==> src/design/mon_pkg.sv <==
package mon_pkg;
  localparam logic [8:0] BIT_CYC_EXT = 9'h100;
  localparam logic [8:0] BIT_CYC_INT = 9'h0ce;
  localparam logic [3:0] GAP_BITS = 4'h2;
  localparam logic [3:0] FRAME_BITS = 4'ha;
  localparam logic [3:0] CMD_DELAY_BITS = 4'hb;
  localparam logic [2:0] SEC_LAST = 3'h7;
  localparam logic [7:0] OPC_READ = 8'h01;
  localparam logic [7:0] OPC_WRITE = 8'h02;
  localparam logic [7:0] OPC_INDEXED_READ_CMD = 8'h03;
  localparam logic [7:0] OPC_INDEXED_WRITE_CMD = 8'h19;
  localparam logic [7:0] OPC_STACK_POINTER_READ_CMD = 8'h0c;
  localparam logic [7:0] OPC_RUN = 8'h04;
  localparam logic [7:0] USER_VEC_PAGE = 8'hff;
  localparam logic [7:0] MON_VEC_PAGE = 8'hfe;
  localparam logic [7:0] VEC_LOW_FIRST = 8'hfc;
  localparam logic [15:0] SEC_FLAG_ADDR = 16'h0080;
  localparam logic [7:0] SEC_FLAG_VAL = 8'h40;
  localparam logic [7:0] BLANK_BYTE = 8'hff;
  localparam logic [7:0] INVALID_BYTE = 8'h00;
  localparam logic [15:0] SP_RET_OFS = 16'h0001;
  localparam logic [2:0] STK_IDX_HI = 3'h1;
  localparam logic [2:0] STK_CCR = 3'h2;
  localparam logic [2:0] STK_ACC = 3'h3;
  localparam logic [2:0] STK_IDX_LO = 3'h4;
  localparam logic [2:0] STK_PC_HI = 3'h5;
  localparam logic [2:0] STK_PC_LO = 3'h6;
endpackage : mon_pkg

==> src/design/mon_port.sv <==
`timescale 1ns/1ps
// Contract
// - Monitor mode maps vectors to page FE
// - Blank-vector monitor left only by power-on
// - NRZ framing, one shared bit rate
// - Break is ten low bit times
// - On break release two bits, echo break
// - External oscillator bit time 256 cycles
// - Internal oscillator bit time 206 cycles
// - Echo every received byte
// - Wait 11 bits; break cancels command
// - Two bit gap before echo, read data
// - Read data follows last echo
// - Indexed write opcode 19 at last+1
// - Stack read 0C returns SP+1, high first
// - Indexed commands step through 64K
// - Run pulls index high, returns
// - Stacked registers at SP+1 through SP+6
// - After power-on compare eight security bytes
// - Match unlocks flash until power-on
// - Mismatch: invalid reads, illegal-address reset
// - Ready break only after eight bytes; after a pin reset while unlocked the code sends it without them
// - Set bit 6 at RAM 80 on match
// - Mass erase makes stored bytes blank
// - Wired-OR pin, only pull low
module mon_port #(
  parameter logic [15:0] FLASH_BASE = 16'h8000
) (
  input wire logic clk_in,
  input wire logic sys_rst_in,
  input wire logic ext_rst_in,
  input wire logic mon_entry_in,
  input wire logic vec_blank_in,
  input wire logic int_osc_in,
  input wire logic comm_in,
  output logic comm_out,
  output logic comm_oe_n_out,
  input wire logic [15:0] vec_fetch_addr_in,
  output logic [15:0] vec_addr_out,
  input wire logic [63:0] stored_sec_in,
  input wire logic mass_erase_in,
  input wire logic [15:0] sp_in,
  input wire logic [7:0] mem_rdata_in,
  output logic [15:0] mem_addr_out,
  output logic [7:0] mem_wdata_out,
  output logic mem_wr_out,
  output logic mem_rd_out,
  output logic run_out,
  input wire logic flash_exec_in,
  output logic illegal_rst_out,
  output logic monitor_out,
  output logic flash_unlock_out
);
  typedef enum logic [3:0] {
    ST_SEC = 4'b0000,
    ST_OPC = 4'b0001,
    ST_OPR = 4'b0010,
    ST_ECHO = 4'b0011,
    ST_DELAY = 4'b0100,
    ST_EXEC = 4'b0101,
    ST_RD = 4'b0110,
    ST_SEND = 4'b0111,
    ST_BRK_GO = 4'b1000,
    ST_BRK = 4'b1001
  } mon_st_t;

  mon_st_t st_q;
  logic monitor_q;
  logic blank_entry_q;
  logic entry_done_q;
  logic unlocked_q;
  logic erased_q;
  logic sec_match_q;
  logic [2:0] sec_idx_q;
  logic [7:0] opc_q;
  logic [1:0] opr_idx_q;
  logic [15:0] addr_q;
  logic [7:0] wdata_q;
  logic [15:0] data_q;
  logic [1:0] send_left_q;
  logic [8:0] cyc_q;
  logic [3:0] dbits_q;
  logic tx_start_q;
  logic tx_brk_q;
  logic [7:0] tx_data_q;
  logic [8:0] bit_cyc;
  logic [7:0] rx_byte;
  logic rx_valid;
  logic rx_break;
  logic tx_low;
  logic tx_busy;
  logic tx_done;
  logic tx_free;

  function automatic logic [1:0] opr_count(input logic [7:0] opc);
    unique case (opc)
      mon_pkg::OPC_READ: opr_count = 2'd2;
      mon_pkg::OPC_WRITE: opr_count = 2'd3;
      mon_pkg::OPC_INDEXED_WRITE_CMD: opr_count = 2'd1;
      default: opr_count = 2'd0;
    endcase
  endfunction : opr_count

  function automatic logic [15:0] next_addr(input logic [15:0] a);
    next_addr = a + 16'h0001;
  endfunction : next_addr

  function automatic logic is_known(input logic [7:0] opc);
    is_known = (opc == mon_pkg::OPC_READ) || (opc == mon_pkg::OPC_WRITE) ||
               (opc == mon_pkg::OPC_INDEXED_READ_CMD) || (opc == mon_pkg::OPC_INDEXED_WRITE_CMD) ||
               (opc == mon_pkg::OPC_STACK_POINTER_READ_CMD) || (opc == mon_pkg::OPC_RUN);
  endfunction : is_known

  // One rate for both directions
  assign bit_cyc = int_osc_in ? mon_pkg::BIT_CYC_INT : mon_pkg::BIT_CYC_EXT;
  assign tx_free = !tx_busy && !tx_start_q;

  // Receiver is blind while transmitting and until our last low bit has left the pin;
  // the registered pin lags the transmitter by a cycle, which would look like a start bit
  mon_rx u_rx (
    .clk_in(clk_in),
    .sys_rst_in(sys_rst_in),
    .en_in(!tx_busy && comm_oe_n_out),
    .bit_cyc_in(bit_cyc),
    .line_in(comm_in),
    .byte_out(rx_byte),
    .byte_valid_out(rx_valid),
    .break_out(rx_break)
  );

  mon_tx u_tx (
    .clk_in(clk_in),
    .sys_rst_in(sys_rst_in),
    .bit_cyc_in(bit_cyc),
    .start_in(tx_start_q),
    .brk_in(tx_brk_q),
    .data_in(tx_data_q),
    .low_out(tx_low),
    .busy_out(tx_busy),
    .done_out(tx_done)
  );

  // Mode latch: sys_rst_in is the power-on reset
  always_ff @(posedge clk_in) begin
    if (sys_rst_in) begin
      monitor_q <= 1'b0;
      blank_entry_q <= 1'b0;
      entry_done_q <= 1'b0;
    end else if (!entry_done_q) begin
      entry_done_q <= 1'b1;
      monitor_q <= mon_entry_in || vec_blank_in;
      blank_entry_q <= vec_blank_in;
    end else if (ext_rst_in && !blank_entry_q) begin
      monitor_q <= mon_entry_in;
    end
  end

  // Security state survives every reset but power-on
  always_ff @(posedge clk_in) begin
    if (sys_rst_in) begin
      unlocked_q <= 1'b0;
      erased_q <= 1'b0;
    end else begin
      if (mass_erase_in) begin
        erased_q <= 1'b1;
      end
      if (st_q == ST_SEC && rx_valid && sec_idx_q == mon_pkg::SEC_LAST &&
          sec_match_q && rx_byte == (erased_q ? mon_pkg::BLANK_BYTE :
                                     stored_sec_in[{sec_idx_q, 3'b000} +: 8])) begin
        unlocked_q <= 1'b1;
      end
    end
  end

  // Vector page remap
  always_ff @(posedge clk_in) begin
    if (sys_rst_in) begin
      vec_addr_out <= 16'h0000;
    end else if (monitor_q && vec_fetch_addr_in[15:8] == mon_pkg::USER_VEC_PAGE &&
                 vec_fetch_addr_in[7:0] >= mon_pkg::VEC_LOW_FIRST) begin
      vec_addr_out <= {mon_pkg::MON_VEC_PAGE, vec_fetch_addr_in[7:0]};
    end else begin
      vec_addr_out <= vec_fetch_addr_in;
    end
  end

  // Pin and status outputs
  always_ff @(posedge clk_in) begin
    if (sys_rst_in) begin
      comm_out <= 1'b0;
      comm_oe_n_out <= 1'b1;
      illegal_rst_out <= 1'b0;
      monitor_out <= 1'b0;
      flash_unlock_out <= 1'b0;
    end else begin
      comm_out <= 1'b0;
      comm_oe_n_out <= !tx_low;
      illegal_rst_out <= flash_exec_in && !unlocked_q;
      monitor_out <= monitor_q;
      flash_unlock_out <= unlocked_q;
    end
  end

  // Command engine
  always_ff @(posedge clk_in) begin
    tx_start_q <= 1'b0;
    mem_wr_out <= 1'b0;
    mem_rd_out <= 1'b0;
    run_out <= 1'b0;
    if (sys_rst_in) begin
      st_q <= ST_SEC;
      sec_idx_q <= 3'h0;
      sec_match_q <= 1'b1;
      opc_q <= 8'h00;
      opr_idx_q <= 2'd0;
      addr_q <= 16'h0000;
      wdata_q <= 8'h00;
      data_q <= 16'h0000;
      send_left_q <= 2'd0;
      cyc_q <= 9'h000;
      dbits_q <= 4'h0;
      tx_brk_q <= 1'b0;
      tx_data_q <= 8'h00;
      mem_addr_out <= 16'h0000;
      mem_wdata_out <= 8'h00;
    end else if (ext_rst_in) begin
      // Code entry is asked for again after this kind of reset only while still locked
      st_q <= unlocked_q ? ST_BRK_GO : ST_SEC;
      sec_idx_q <= 3'h0;
      sec_match_q <= 1'b1;
    end else if (rx_break && st_q != ST_SEC) begin
      st_q <= ST_BRK_GO;
    end else begin
      if (rx_valid) begin
        tx_start_q <= 1'b1;
        tx_brk_q <= 1'b0;
        tx_data_q <= rx_byte;
      end
      unique case (st_q)
        ST_SEC: begin
          if (rx_valid) begin
            sec_idx_q <= sec_idx_q + 3'h1;
            if (rx_byte != (erased_q ? mon_pkg::BLANK_BYTE :
                            stored_sec_in[{sec_idx_q, 3'b000} +: 8])) begin
              sec_match_q <= 1'b0;
            end
            if (sec_idx_q == mon_pkg::SEC_LAST) begin
              st_q <= ST_BRK_GO;
              if (sec_match_q && rx_byte == (erased_q ? mon_pkg::BLANK_BYTE :
                                             stored_sec_in[{sec_idx_q, 3'b000} +: 8])) begin
                mem_wr_out <= 1'b1;
                mem_addr_out <= mon_pkg::SEC_FLAG_ADDR;
                mem_wdata_out <= mon_pkg::SEC_FLAG_VAL;
              end
            end
          end
        end
        ST_OPC: begin
          if (rx_valid) begin
            opc_q <= rx_byte;
            opr_idx_q <= 2'd0;
            if (!is_known(rx_byte)) begin
              st_q <= ST_OPC;
            end else if (opr_count(rx_byte) == 2'd0) begin
              st_q <= ST_ECHO;
            end else begin
              st_q <= ST_OPR;
            end
          end
        end
        ST_OPR: begin
          if (rx_valid) begin
            opr_idx_q <= opr_idx_q + 2'd1;
            if (opc_q == mon_pkg::OPC_INDEXED_WRITE_CMD || opr_idx_q == 2'd2) begin
              wdata_q <= rx_byte;
            end else if (opr_idx_q == 2'd0) begin
              addr_q[15:8] <= rx_byte;
            end else begin
              addr_q[7:0] <= rx_byte;
            end
            if (opr_idx_q + 2'd1 == opr_count(opc_q)) begin
              st_q <= ST_ECHO;
            end
          end
        end
        ST_ECHO: begin
          if (tx_done) begin
            st_q <= ST_DELAY;
            cyc_q <= 9'h000;
            dbits_q <= 4'h0;
          end
        end
        ST_DELAY: begin
          // Host may still send a break here to drop the command
          if (cyc_q == bit_cyc - 9'h001) begin
            cyc_q <= 9'h000;
            dbits_q <= dbits_q + 4'h1;
            if (dbits_q == mon_pkg::CMD_DELAY_BITS - 4'h1) begin
              st_q <= ST_EXEC;
            end
          end else begin
            cyc_q <= cyc_q + 9'h001;
          end
        end
        ST_EXEC: begin
          st_q <= ST_OPC;
          unique case (opc_q)
            mon_pkg::OPC_READ: begin
              mem_rd_out <= 1'b1;
              mem_addr_out <= addr_q;
              st_q <= ST_RD;
            end
            mon_pkg::OPC_WRITE: begin
              mem_wr_out <= 1'b1;
              mem_addr_out <= addr_q;
              mem_wdata_out <= wdata_q;
            end
            mon_pkg::OPC_INDEXED_READ_CMD: begin
              addr_q <= next_addr(addr_q);
              mem_rd_out <= 1'b1;
              mem_addr_out <= next_addr(addr_q);
              st_q <= ST_RD;
            end
            mon_pkg::OPC_INDEXED_WRITE_CMD: begin
              addr_q <= next_addr(addr_q);
              mem_wr_out <= 1'b1;
              mem_addr_out <= next_addr(addr_q);
              mem_wdata_out <= wdata_q;
            end
            mon_pkg::OPC_STACK_POINTER_READ_CMD: begin
              data_q <= sp_in + mon_pkg::SP_RET_OFS;
              send_left_q <= 2'd2;
              st_q <= ST_SEND;
            end
            default: begin
              run_out <= 1'b1;
            end
          endcase
        end
        ST_RD: begin
          // Flash bytes read back invalid while locked
          if (!unlocked_q && mem_addr_out >= FLASH_BASE) begin
            data_q <= {mon_pkg::INVALID_BYTE, 8'h00};
          end else begin
            data_q <= {mem_rdata_in, 8'h00};
          end
          send_left_q <= 2'd1;
          st_q <= ST_SEND;
        end
        ST_SEND: begin
          if (tx_free) begin
            if (send_left_q != 2'd0) begin
              tx_start_q <= 1'b1;
              tx_brk_q <= 1'b0;
              tx_data_q <= data_q[15:8];
              data_q <= {data_q[7:0], 8'h00};
              send_left_q <= send_left_q - 2'd1;
            end else begin
              st_q <= ST_OPC;
            end
          end
        end
        ST_BRK_GO: begin
          if (tx_free && !rx_valid) begin
            tx_start_q <= 1'b1;
            tx_brk_q <= 1'b1;
            st_q <= ST_BRK;
          end
        end
        ST_BRK: begin
          if (tx_done) begin
            st_q <= ST_OPC;
          end
        end
        default: st_q <= ST_OPC;
      endcase
    end
  end
endmodule : mon_port

==> src/design/mon_rx.sv <==
`timescale 1ns/1ps
module mon_rx (
  input wire logic clk_in,
  input wire logic sys_rst_in,
  input wire logic en_in,
  input wire logic [8:0] bit_cyc_in,
  input wire logic line_in,
  output logic [7:0] byte_out,
  output logic byte_valid_out,
  output logic break_out
);
  typedef enum logic [1:0] {RX_IDLE = 2'b00, RX_SHIFT = 2'b01, RX_HIGH = 2'b10} rx_st_t;
  rx_st_t st_q;
  logic [8:0] cnt_q;
  logic [3:0] bits_q;
  logic [8:0] sh_q;

  always_ff @(posedge clk_in) begin
    byte_valid_out <= 1'b0;
    break_out <= 1'b0;
    if (sys_rst_in) begin
      st_q <= RX_IDLE;
      cnt_q <= 9'h000;
      bits_q <= 4'h0;
      sh_q <= 9'h000;
      byte_out <= 8'h00;
    end else begin
      unique case (st_q)
        RX_IDLE: begin
          if (en_in && !line_in) begin
            cnt_q <= bit_cyc_in >> 1;
            bits_q <= 4'h0;
            st_q <= RX_SHIFT;
          end
        end
        RX_SHIFT: begin
          if (cnt_q != 9'h000) begin
            cnt_q <= cnt_q - 9'h001;
          end else begin
            cnt_q <= bit_cyc_in - 9'h001;
            bits_q <= bits_q + 4'h1;
            sh_q <= {line_in, sh_q[8:1]};
            if (bits_q == mon_pkg::FRAME_BITS - 4'h1) begin
              st_q <= RX_HIGH;
              // Start, eight data and stop all low is a break
              if (line_in) begin
                byte_valid_out <= 1'b1;
                byte_out <= sh_q[8:1];
              end else if (sh_q[8:1] == 8'h00) begin
                break_out <= 1'b1;
              end
            end
          end
        end
        RX_HIGH: begin
          // Waiting for release keeps a long break from framing twice
          if (line_in) begin
            st_q <= RX_IDLE;
          end
        end
        default: st_q <= RX_IDLE;
      endcase
    end
  end
endmodule : mon_rx

==> src/design/mon_tx.sv <==
`timescale 1ns/1ps
module mon_tx (
  input wire logic clk_in,
  input wire logic sys_rst_in,
  input wire logic [8:0] bit_cyc_in,
  input wire logic start_in,
  input wire logic brk_in,
  input wire logic [7:0] data_in,
  output logic low_out,
  output logic busy_out,
  output logic done_out
);
  logic [8:0] cnt_q;
  logic [3:0] bitn_q;
  logic [9:0] sh_q;

  always_ff @(posedge clk_in) begin
    done_out <= 1'b0;
    if (sys_rst_in) begin
      cnt_q <= 9'h000;
      bitn_q <= 4'h0;
      sh_q <= 10'h3ff;
      busy_out <= 1'b0;
      low_out <= 1'b0;
    end else if (!busy_out) begin
      if (start_in) begin
        busy_out <= 1'b1;
        cnt_q <= bit_cyc_in - 9'h001;
        bitn_q <= 4'h0;
        sh_q <= brk_in ? 10'h000 : {1'b1, data_in, 1'b0};
      end
    end else if (cnt_q != 9'h000) begin
      cnt_q <= cnt_q - 9'h001;
    end else begin
      cnt_q <= bit_cyc_in - 9'h001;
      bitn_q <= bitn_q + 4'h1;
      // Two released bit times precede every frame
      if (bitn_q >= mon_pkg::GAP_BITS - 4'h1) begin
        low_out <= !sh_q[0];
        sh_q <= {1'b1, sh_q[9:1]};
      end
      if (bitn_q == mon_pkg::GAP_BITS + mon_pkg::FRAME_BITS - 4'h1) begin
        low_out <= 1'b0;
        busy_out <= 1'b0;
        done_out <= 1'b1;
      end
    end
  end
endmodule : mon_tx

==> config.mk <==
export PLATFORM = sky130hd
export DESIGN_NAME = mon_port
export DESIGN_NICKNAME = d
export VERILOG_FILES = /design/src/design/mon_pkg.sv /design/src/design/mon_port.sv /design/src/design/mon_rx.sv /design/src/design/mon_tx.sv
export SDC_FILE = /design/constraint.sdc
export NUM_CORES = 1
export LEC_CHECK = 0
export BUFFER_PORTS_ARGS = -buffer_cell sky130_fd_sc_hd__buf_2
export CAP_MARGIN = 20
export CORE_MARGIN = 2
export CORE_UTILIZATION = 52
export CTS_BUF_LIST = sky130_fd_sc_hd__clkbuf_16
export DETAILED_ROUTE_END_ITERATION = 8
export MAX_ROUTING_LAYER = met4
export PLACE_DENSITY = 0.77
export SLEW_MARGIN = 20
export SYNTH_ARGS = -nofsm -noshare
export SYNTH_HDL_FRONTEND = slang
export SYNTH_SLANG_ARGS = --single-unit
==> constraint.sdc <==
create_clock -name clk_in -period 2.5 [get_ports clk_in]
set_clock_uncertainty 0.05 [all_clocks]
set_input_delay 0.25 -clock clk_in [delete_from_list [all_inputs] [get_ports clk_in]]
set_output_delay 0.25 -clock clk_in [all_outputs]
set_load 0.005 [all_outputs]
## After elaboration in Yosys (flattened, before gate mapping)

Index checks and enable logic that the tools add are counted.

| storage, ports and cells | value |
|---|---|
| register bits | 195 |
| bits in latches | 0 |
| memory bits (writable) | 0 |
| ROM bits | 0 |
| input bits | 113 |
| output and inout bits | 48 |
| logic and storage cells | 340 |
| memories | 0 |

| cells by class | value |
|---|---|
| add/subtract/negate cells | 12 |
| $mul | 0 |
| divide/modulo/power cells | 0 |
| order comparisons | 3 |
| equality and inequality tests | 67 |
| shift operators | 1 |
| mux-type cells | 124 |
| bitwise gates (word level) | 8 |
| reductions and logical operators | 81 |

Operators by type and width:

| kind | number |
|---|---|
| two-way mux 16 bit | 11 |
| case mux 16 bit (2 select lines) | 3 |
| two-way mux 4 bit | 22 |
| two-way mux 8 bit | 11 |
| two-way mux 9 bit | 8 |
| indexed part select 64 x 7 -> 8 bit | 1 |
| two-way mux 10 bit | 5 |
| case mux 16 bit (3 select lines) | 1 |
| two-way mux 2 bit | 21 |
| case mux 4 bit (10 select lines) | 1 |
| case mux 9 bit (2 select lines) | 2 |
| adder 16 x 1 -> 16 bit (second input constant) | 2 |
| == test 8 x 2 -> 1 bit (second input constant) | 4 |
| AND reduction 7 bit | 4 |
| two-way mux 1 bit | 27 |
| subtractor 9 x 1 -> 9 bit (second input constant) | 3 |
| inequality test 2 bit (second input constant) | 13 |
| inequality test 4 bit (second input constant) | 6 |
| case mux 2 bit (3 select lines) | 4 |
| == test 4 bit (second input constant) | 5 |
| AND reduction 4 bit | 5 |
| inequality test 2 x 1 -> 1 bit (second input constant) | 9 |
| nonzero test 9 bit | 2 |
| == test 4 x 3 -> 1 bit (second input constant) | 4 |
| 49 further kinds | 122 |

## Longest topological paths before layout

Gate-level depths: netlist of run 1.

| depth | value |
|---|---|
| depth in word-level cells | 19 |
| gate-level depth with buffers | 12 |
| depth with buffers taken out | 10 |

## Modules after synthesis

Synthesis of run 1 repeated with hierarchy kept, for this count alone.

| second synthesis, totals | value |
|---|---|
| cells, all modules | 1256 |
| area, all modules | 10516.3 um^2 |

Modules (own cells, without submodules):

| module | instances | cells an instance | area each (um^2) | seq. area each (um^2) |
|---|---|---|---|---|
| mon_port | 1 | 879 | 7278.2 | 2702.6 |
| mon_rx | 1 | 207 | 1721.7 | 660.6 |
| mon_tx | 1 | 170 | 1516.5 | 520.5 |

## Worst setup path after synthesis of run 1

No wires, ideal clock.

| path | value |
|---|---|
| path type | register to register |
| start | reg sec_idx_q[1] |
| end | reg mem_wdata_out[6] |
| library setup time | 0.091 ns |
| arrival time | 2.445 ns |
| data required time | 2.359 ns |
| slack | -0.086 ns |
| cell stages (with the launch flop) | 11 |
| path buffers | 3 |
| clock period less this slack | 2.586 ns |
| cell sequence | dfxtp_1 > buf_2 > buf_2 > mux4_2 > mux2i_1 > nor2_1 > o211a_1 > o32a_1 > a31o_1 > buf_4 > a311oi_1 |

| on the way | value |
|---|---|
| word-level cells in the longest chain between the ends | 6 |
| elaborated cells between the ends (all ways) | 8 |
| those cells by class | 4 x eq/ne; 1 x shift; 1 x mux; 2 x reduce/logical |

Ends and longest elaborated chain:

| item | line | source |
|---|---|---|
| start: declaration | mon_port.sv:74 | `logic [2:0] sec_idx_q;` |
| start signal: assignment | mon_port.sv:242 | `sec_idx_q <= sec_idx_q + 3'h1;` |
| indexed part select 64 x 7 -> 8 bit | mon_port.sv:250 | `stored_sec_in[{sec_idx_q, 3'b000} +: 8])) begin` |
| two-way mux 8 bit | mon_port.sv:249 | `if (sec_match_q && rx_byte == (erased_q ? mon_pkg::BLANK_BYTE :` |
| == test 8 bit | mon_port.sv:249 |  |
| logical AND 1 bit | mon_port.sv:249 |  |
| inequality test 2 x 1 -> 1 bit (no line) | n/a |  |
| AND reduction 7 bit (no line) * | n/a |  |
| end signal: assignment | mon_port.sv:253 | `mem_wdata_out <= mon_pkg::SEC_FLAG_VAL;` |
| end signal: assignment | mon_port.sv:316 | `mem_wdata_out <= wdata_q;` |
| end signal: assignment | mon_port.sv:328 | `mem_wdata_out <= wdata_q;` |
| end: declaration | mon_port.sv:45 | `output logic [7:0] mem_wdata_out,` |

Mark *: on every way between the ends. The rest lies on a longest branch, timed or not.
A chain may end at the register's enable or synchronous reset.

## Final worst setup path of run 1

| path | value |
|---|---|
| start | reg sec_idx_q[0] |
| end | reg mem_wdata_out[6] |

The elaborated chain is that of the path after synthesis.

==> flow_summary.yaml, run 1 <==
run_status:
  status: "complete, but fails checks"
  violations: "setup timing"
clock_tree:
  clock_latency_ns: 0.44
  cts_buffer_depth: 2
  cts_buffers: 17
  cts-root-buf: "clkbuf_16"
  cts_tree: "built"
  clock_sinks: 194
  cts.htree.levels: 4
  clk_pin_slew_ns: 0.07
worst_setup_path:
  end_kind: "register"
  crit_type: "reg -> reg"
  crit_arrival_ns: 2.98
  cp.required_ns: 2.75
  start_kind: "register"
  worst-path-max-fanout: 4
timing:
  period_minus_slack_ns: 2.73
  setup_ws_ns: -0.232
  hold_viol: 0
  rsz0062_at_grt: "true"
  tightest_slew_ns: 0.706
  report.final.slew_viol_count: 0
  fmax_mhz: 366
  finalCritPeriodShare_pct: 109
  setup_viol: 26
  slew_headroom_pct: 52.9
  setup_tns_ns: -4.13
placement:
  gp_congestion: 0.878
  placed_cells: 1647
  dp.final_hpwl_um: 19200
  port_buffers: 159
global_route:
  grt_pass1_wl_um: 44000
  grt_pass1_vias: 9231
  track_usage_pct: 27.1
  overflow: 0
  antenna_found_initial: 0
  grt_max_degree: 63
power_and_ir_drop:
  power.share.sequential_pct: 48.4
  p_leak_nw: 4.82
  finalPower_mw: 6.61
  switchingPower_mw: 1.78
  power.density_nw_per_um2: 522
  p_sw_share_pct: 27.0
  pwr-share-clk_pct: 40.9
  combPwrFrac_pct: 10.8
  internal_power_mw: 4.83
  ir_drop_mv: 0.482
cells_and_area:
  fin_cells: 1707
  layout-drive-gt1-share_pct: 25.2
  syn2layout_area_growth_pct: 25.6
  antenna_cells: 0
  final_nets: 1564
logic_synthesis:
  synth_fa_ha_area_share_pct: 2.11
  yosys_warnings: 0
  yosysTopAreaCellShare_pct: 38.5
  netlist_top_cells_area: "dfxtp_1 39%, nand2_1 5.6%, nor2_1 5.5%, a21oi_1 4.2%, mux4_2 3.1%"
  syn_area_per_cell_um2: 8.18
  synth_cell_types: 76
  synthCells: 1233
  synth.most_common_cell: "dfxtp_1"
  ys_seq_area_share_pct: 38.5
  syn-num-nets: 1363
  synth_edf_count: 0
  synth_compound_area_share_pct: 17.3
  async_flop_share_pct: 0
  synth_xor_area_share_pct: 4.00
  synthMuxAreaShare_pct: 6.99
  netlist_area_um2: 10100
  synth-simple-area-share_pct: 26.7
  synth_top_family_by_area: "simple AND/OR/NAND/NOR gates"
  yosys-top-cells-count: "194 x dfxtp_1, 151 x nand2_1, 149 x nor2_1"
  ys_ff_latch: 194
  synthFlopType: "dfxtp_1"
  synth_top_area_cell: "dfxtp_1"
floorplan:
  pin_count: 161
  initial_core_util_pct: 53.4
  die-area_um2: 20500
  core_area_um2: 18900
  rows: 50
  die_w_um: 143
  die_h_um: 143
route:
  wl_per_cell_um: 16.5
  vias: 10078
  drtIter0Drc: 906
  drc: 0
  postRouteAntennaNets: 0
  routed_wl_um: 28200
  dr.pass1.iters: 9
  via_per_inst: 5.90
flow_run:
  cap_violations: 0
min_path:
  min_path_type: "in -> reg"
==> power by group through the flow <==
| stage | Combinational (mW) | Sequential (mW) | Clock (mW) |
|---|---|---|---|
| global route | 0.782 | 3.21 | 2.87 |
| finish | 0.713 | 3.20 | 2.70 |
| CTS | 0.649 | 3.19 | 2.74 |
| global placement | 0.598 | 3.26 | 0 |
| detailed placement | 0.608 | 3.26 | 0 |
| floorplan | 0.364 | 3.25 | 0 |
==> through the flow <==
stage	setup WS (ns)	utilization, %	cell area [um^2]	hold WS [ns]
after floorplan	-0.0311	-	10100	0.295
after global placement	-0.308	60.6	11500	0.347
after detailed placement	-0.417	60.6	11500	0.343
after CTS	-0.161	65.4	12400	0.000359
after global routing	-0.296	67.0	12700	0.0120
final	-0.232	67.0	12700	0.0100
==> layer usage <==
layer	wire length (um)	GRT usage [%]	part of all wire, %	up-vias
li1	-	-	-	4839
met1	12000	33.8	43	4830
met2	14100	44.9	50	346
met3	1480	4.43	5.3	63
met4	629	9.08	2.2	0
met5	0	-	0	-
==> logic make-up (layout without fill, tap and decap cells) <==
kind of cell / count (synthesis) / in the layout
other cells: 1 / 1
xor+xnor: 46 / 46
fa+ha+maj: 17 / 17
simple gates: 549 / 549
flops: 194 / 194
compound gates: 268 / 268
mux: 51 / 51
buf+inv: 107 / 321
==> registers in the layout (all words and copies together) (netlist names), 4 cells and up <==
register,count
cyc_q,9
u_rx.sh_q,8
tx_data_q,8
opc_q,8
dbits_q,4
u_rx.byte_out,8
st_q,4
mem_addr_out,16
mem_wdata_out,8
vec_addr_out,16
wdata_q,8
u_rx.cnt_q,9
u_rx.bits_q,4
data_q,16
u_tx.sh_q,10
addr_q,16
u_tx.bitn_q,4
u_tx.cnt_q,9
==> critical path: stages (launching register included) <==
cell      delay [ns]
dfxtp_4         0.39
buf_12          0.11
mux4_2          0.52
mux2i_4         0.21
xor2_1          0.09
and3_1          0.15
o32a_1          0.44
a31o_1          0.30
buf_6           0.15
a21oi_4         0.12
a311oi_2        0.05
==> worst paths after layout <==
path	from	endpoint	slack, ns	cells after the start
setup / recovery	sec_idx_q[0]$_SDFFE_PP0P_	mem_wdata_out[6]$_SDFFE_PP0P_	-0.23	10
hold / removal	flash_exec_in	illegal_rst_out$_SDFF_PP0_	0.01	2
setup reg to reg	sec_idx_q[0]$_SDFFE_PP0P_	mem_wdata_out[6]$_SDFFE_PP0P_	-0.23	10
hold reg to reg	u_tx.low_out$_SDFFE_PP0P_	comm_oe_n_out$_SDFF_PP1_	0.36	1
==> layout make-up <==
cell class	instances	area, um^2
Tap cell	260	325
Clock inverter	15	151
Sequential cell	194	3890
Inverter	24	90.1
Timing Repair Buffer	265	1700
Clock buffer	17	425
Fill cell	1527	6230
Multi-Input combinational cell	932	6070
==> timing repair <==
item | 4_1_cts | 5_1_grt
endpoints found under the hold margin | 17 | 1
pin swaps | 23 | 18
gates cloned | 0 | 1
hold buffers | 17 | 1
setup buffers | 4 | 5
resized for setup | 34 | 57
endpoints found under the setup margin | 37 | 69
==> layout by cell type (no fill, tap or decap), types with 15 or more instances in the layout <==
cell and n:
nor3_1 34, buf_4 77, mux2i_1 27, nor2_1 147, dlygate4sd3_1 18, xor2_1 25, buf_2 158, dfxtp_1 187
xnor2_1 20, ha_1 15, o21ai_0 38, a21oi_1 80, nand4_1 23, nand3_1 49, nor2b_1 32, nand2_1 149
a22oi_1 19, and3_1 17, clkbuf_16 17, inv_1 21, a311oi_1 15
Note: power is estimated with default switching activity, not from simulation.
==> inputs of run 2 (changes only) <==
--- a/config.mk
+++ b/config.mk
@@ -6,10 +6,10 @@
 export NUM_CORES = 1
 export LEC_CHECK = 0
 export BUFFER_PORTS_ARGS = -buffer_cell sky130_fd_sc_hd__buf_2
-export CAP_MARGIN = 20
 export CORE_MARGIN = 2
 export CORE_UTILIZATION = 52
 export CTS_BUF_LIST = sky130_fd_sc_hd__clkbuf_16
+export CTS_CLUSTER_SIZE = 28
 export DETAILED_ROUTE_END_ITERATION = 8
 export MAX_ROUTING_LAYER = met4
 export PLACE_DENSITY = 0.77
==> constraint.sdc (replaced) <==
create_clock -name clk_in -period 2.5 [get_ports clk_in]
set_clock_uncertainty 0.05 [all_clocks]
set_input_delay 0.5 -clock clk_in [delete_from_list [all_inputs] [get_ports clk_in]]
set_output_delay 0.5 -clock clk_in [all_outputs]
set_load 0.005 [all_outputs]
==> flow_summary.yaml, run 2 (synthesis results as in run 1) <==
timing:
  hold_viol: 0
  setup_viol: 27
  hold_slack_ns: 0.227
  tightest_slew_ns: 0.648
  report.final.slew_viol_count: 0
  rsz0062_at_grt: "true"
  setup_ws_ns: -0.200
  setup_tns_ns: -3.37
  finalCritPeriodShare_pct: 108
  fmax_mhz: 370
  slew_headroom_pct: 56.7
  period_minus_slack_ns: 2.70
power_and_ir_drop:
  finalPower_mw: 6.74
  power.share.sequential_pct: 47.4
  p_sw_share_pct: 25.0
  power.density_nw_per_um2: 540
  internal_power_mw: 5.05
  pwr-share-clk_pct: 42.9
  p_leak_nw: 4.77
  ir_drop_mv: 0.528
  switchingPower_mw: 1.68
  combPwrFrac_pct: 9.7
floorplan:
  die-area_um2: 20500
  die_w_um: 143
  core_area_um2: 18900
  initial_core_util_pct: 53.4
  die_h_um: 143
  pin_count: 161
  rows: 50
route:
  drc: 0
  drtIter0Drc: 837
  dr.pass1.iters: 9
  routed_wl_um: 27900
  wl_per_cell_um: 16.5
  via_per_inst: 5.85
  vias: 9873
  postRouteAntennaNets: 0
cells_and_area:
  final_nets: 1546
  stdcell_area_um2: 12500
  n_fill_cell: 1550
  antenna_cells: 0
  layout_common_cells: "189 x dfxtp_1, 158 x buf_2, 150 x nand2_1"
  mostFrequentLayoutCell: "dfxtp_1"
  syn2layout_area_growth_pct: 23.8
  fin_cells: 1689
  layout-drive-gt1-share_pct: 25.1
clock_tree:
  clk_pin_slew_ns: 0.07
  clock_sinks: 194
  cts.htree.levels: 4
  clock_latency_ns: 0.44
  cts_tree: "built"
  cts_buffers: 17
  cts-root-buf: "clkbuf_16"
  cts_buffer_depth: 2
  holdBufCountCts: 0
flow_run:
  cap_violations: 0
global_route:
  grt_max_degree: 41
  overflow: 0
  antenna_found_initial: 0
  grt_pass1_vias: 8828
  grt_pass1_wl_um: 42600
  track_usage_pct: 26.1
worst_setup_path:
  end_kind: "register"
  crit_arrival_ns: 3.00
  crit_type: "reg -> reg"
  worst-path-max-fanout: 9
  cp.required_ns: 2.80
  start_kind: "register"
placement:
  port_buffers: 159
  placed_area_um2: 11500
  dp.final_hpwl_um: 19100
  placed_cells: 1645
  gp_congestion: 0.897
min_path:
  min_path_type: "in -> reg"
run_status:
  status: "complete, but fails checks"
  violations: "setup timing"
==> run 2: worst paths after layout <==
kind                                                 from                             to  slack (ns)  depth (start not counted)
worst min-delay path                 vec_fetch_addr_in[0]     vec_addr_out[0]$_SDFF_PP0_        0.23                          2
worst max-delay path            sec_idx_q[0]$_SDFFE_PP0P_  mem_wdata_out[6]$_SDFFE_PP0P_       -0.20                         10
worst min register to register  u_tx.low_out$_SDFFE_PP0P_       comm_oe_n_out$_SDFF_PP1_        0.38                          1
worst max register to register  sec_idx_q[0]$_SDFFE_PP0P_  mem_wdata_out[6]$_SDFFE_PP0P_       -0.20                         10
==> run 2: timing repair <==
item                       CTS  global route
setup buffers                5             5
setup endpoints to repair   32            70
cloned                       0             2
pin swaps                   13            23
resized for setup           27            52
==> run 2: per-stage QoR <==
stage / setup slack, ns / util [%]
global route: -0.326 / 66.0
floorplan: -0.0311 / -
CTS: -0.152 / 64.5
detailed placement: -0.412 / 60.6
global placement: -0.317 / 60.6
finish: -0.200 / 66.0
==> run 2: power groups by stage <==
stage	combinational [mW]	sequential, mW	clock (mW)
final	0.653	3.20	2.89
after global routing	0.724	3.20	3.04
after CTS	0.610	3.19	2.91
after detailed placement	0.598	3.26	0
after global placement	0.585	3.26	0
after floorplan	0.364	3.25	0
==> run 2: per-layer routing <==
| layer | vias to the layer above | global-route usage [%] | part of all wire (%) |
|---|---|---|---|
| met1 | 4690 | 33.7 | 43 |
| met2 | 330 | 43.0 | 49 |
| li1 | 4798 | - | - |
| met4 | 0 | 6.76 | 2.3 |
| met3 | 55 | 4.16 | 5.7 |
| met5 | - | - | 0 |
==> run 2: layout make-up <==
cell class	instances	area, um^2	share of cell area [%]
tap	260	325	2.61
sequential	194	3890	31.2
inverter	24	90.1	0.722
timing repair buffer	247	1540	12.3
clock inverter	15	196	1.57
multi-input combinational	932	6010	48.2
clock buffer	17	425	3.41
==> run 2: critical path: stages (launching register included) <==
cell      delay, ns
dfxtp_4        0.37
buf_6          0.11
buf_6          0.12
mux4_2         0.51
mux2_4         0.32
nor4_2         0.23
o32a_1         0.23
buf_6          0.14
a31o_4         0.22
a21oi_2        0.08
a311oi_2       0.24
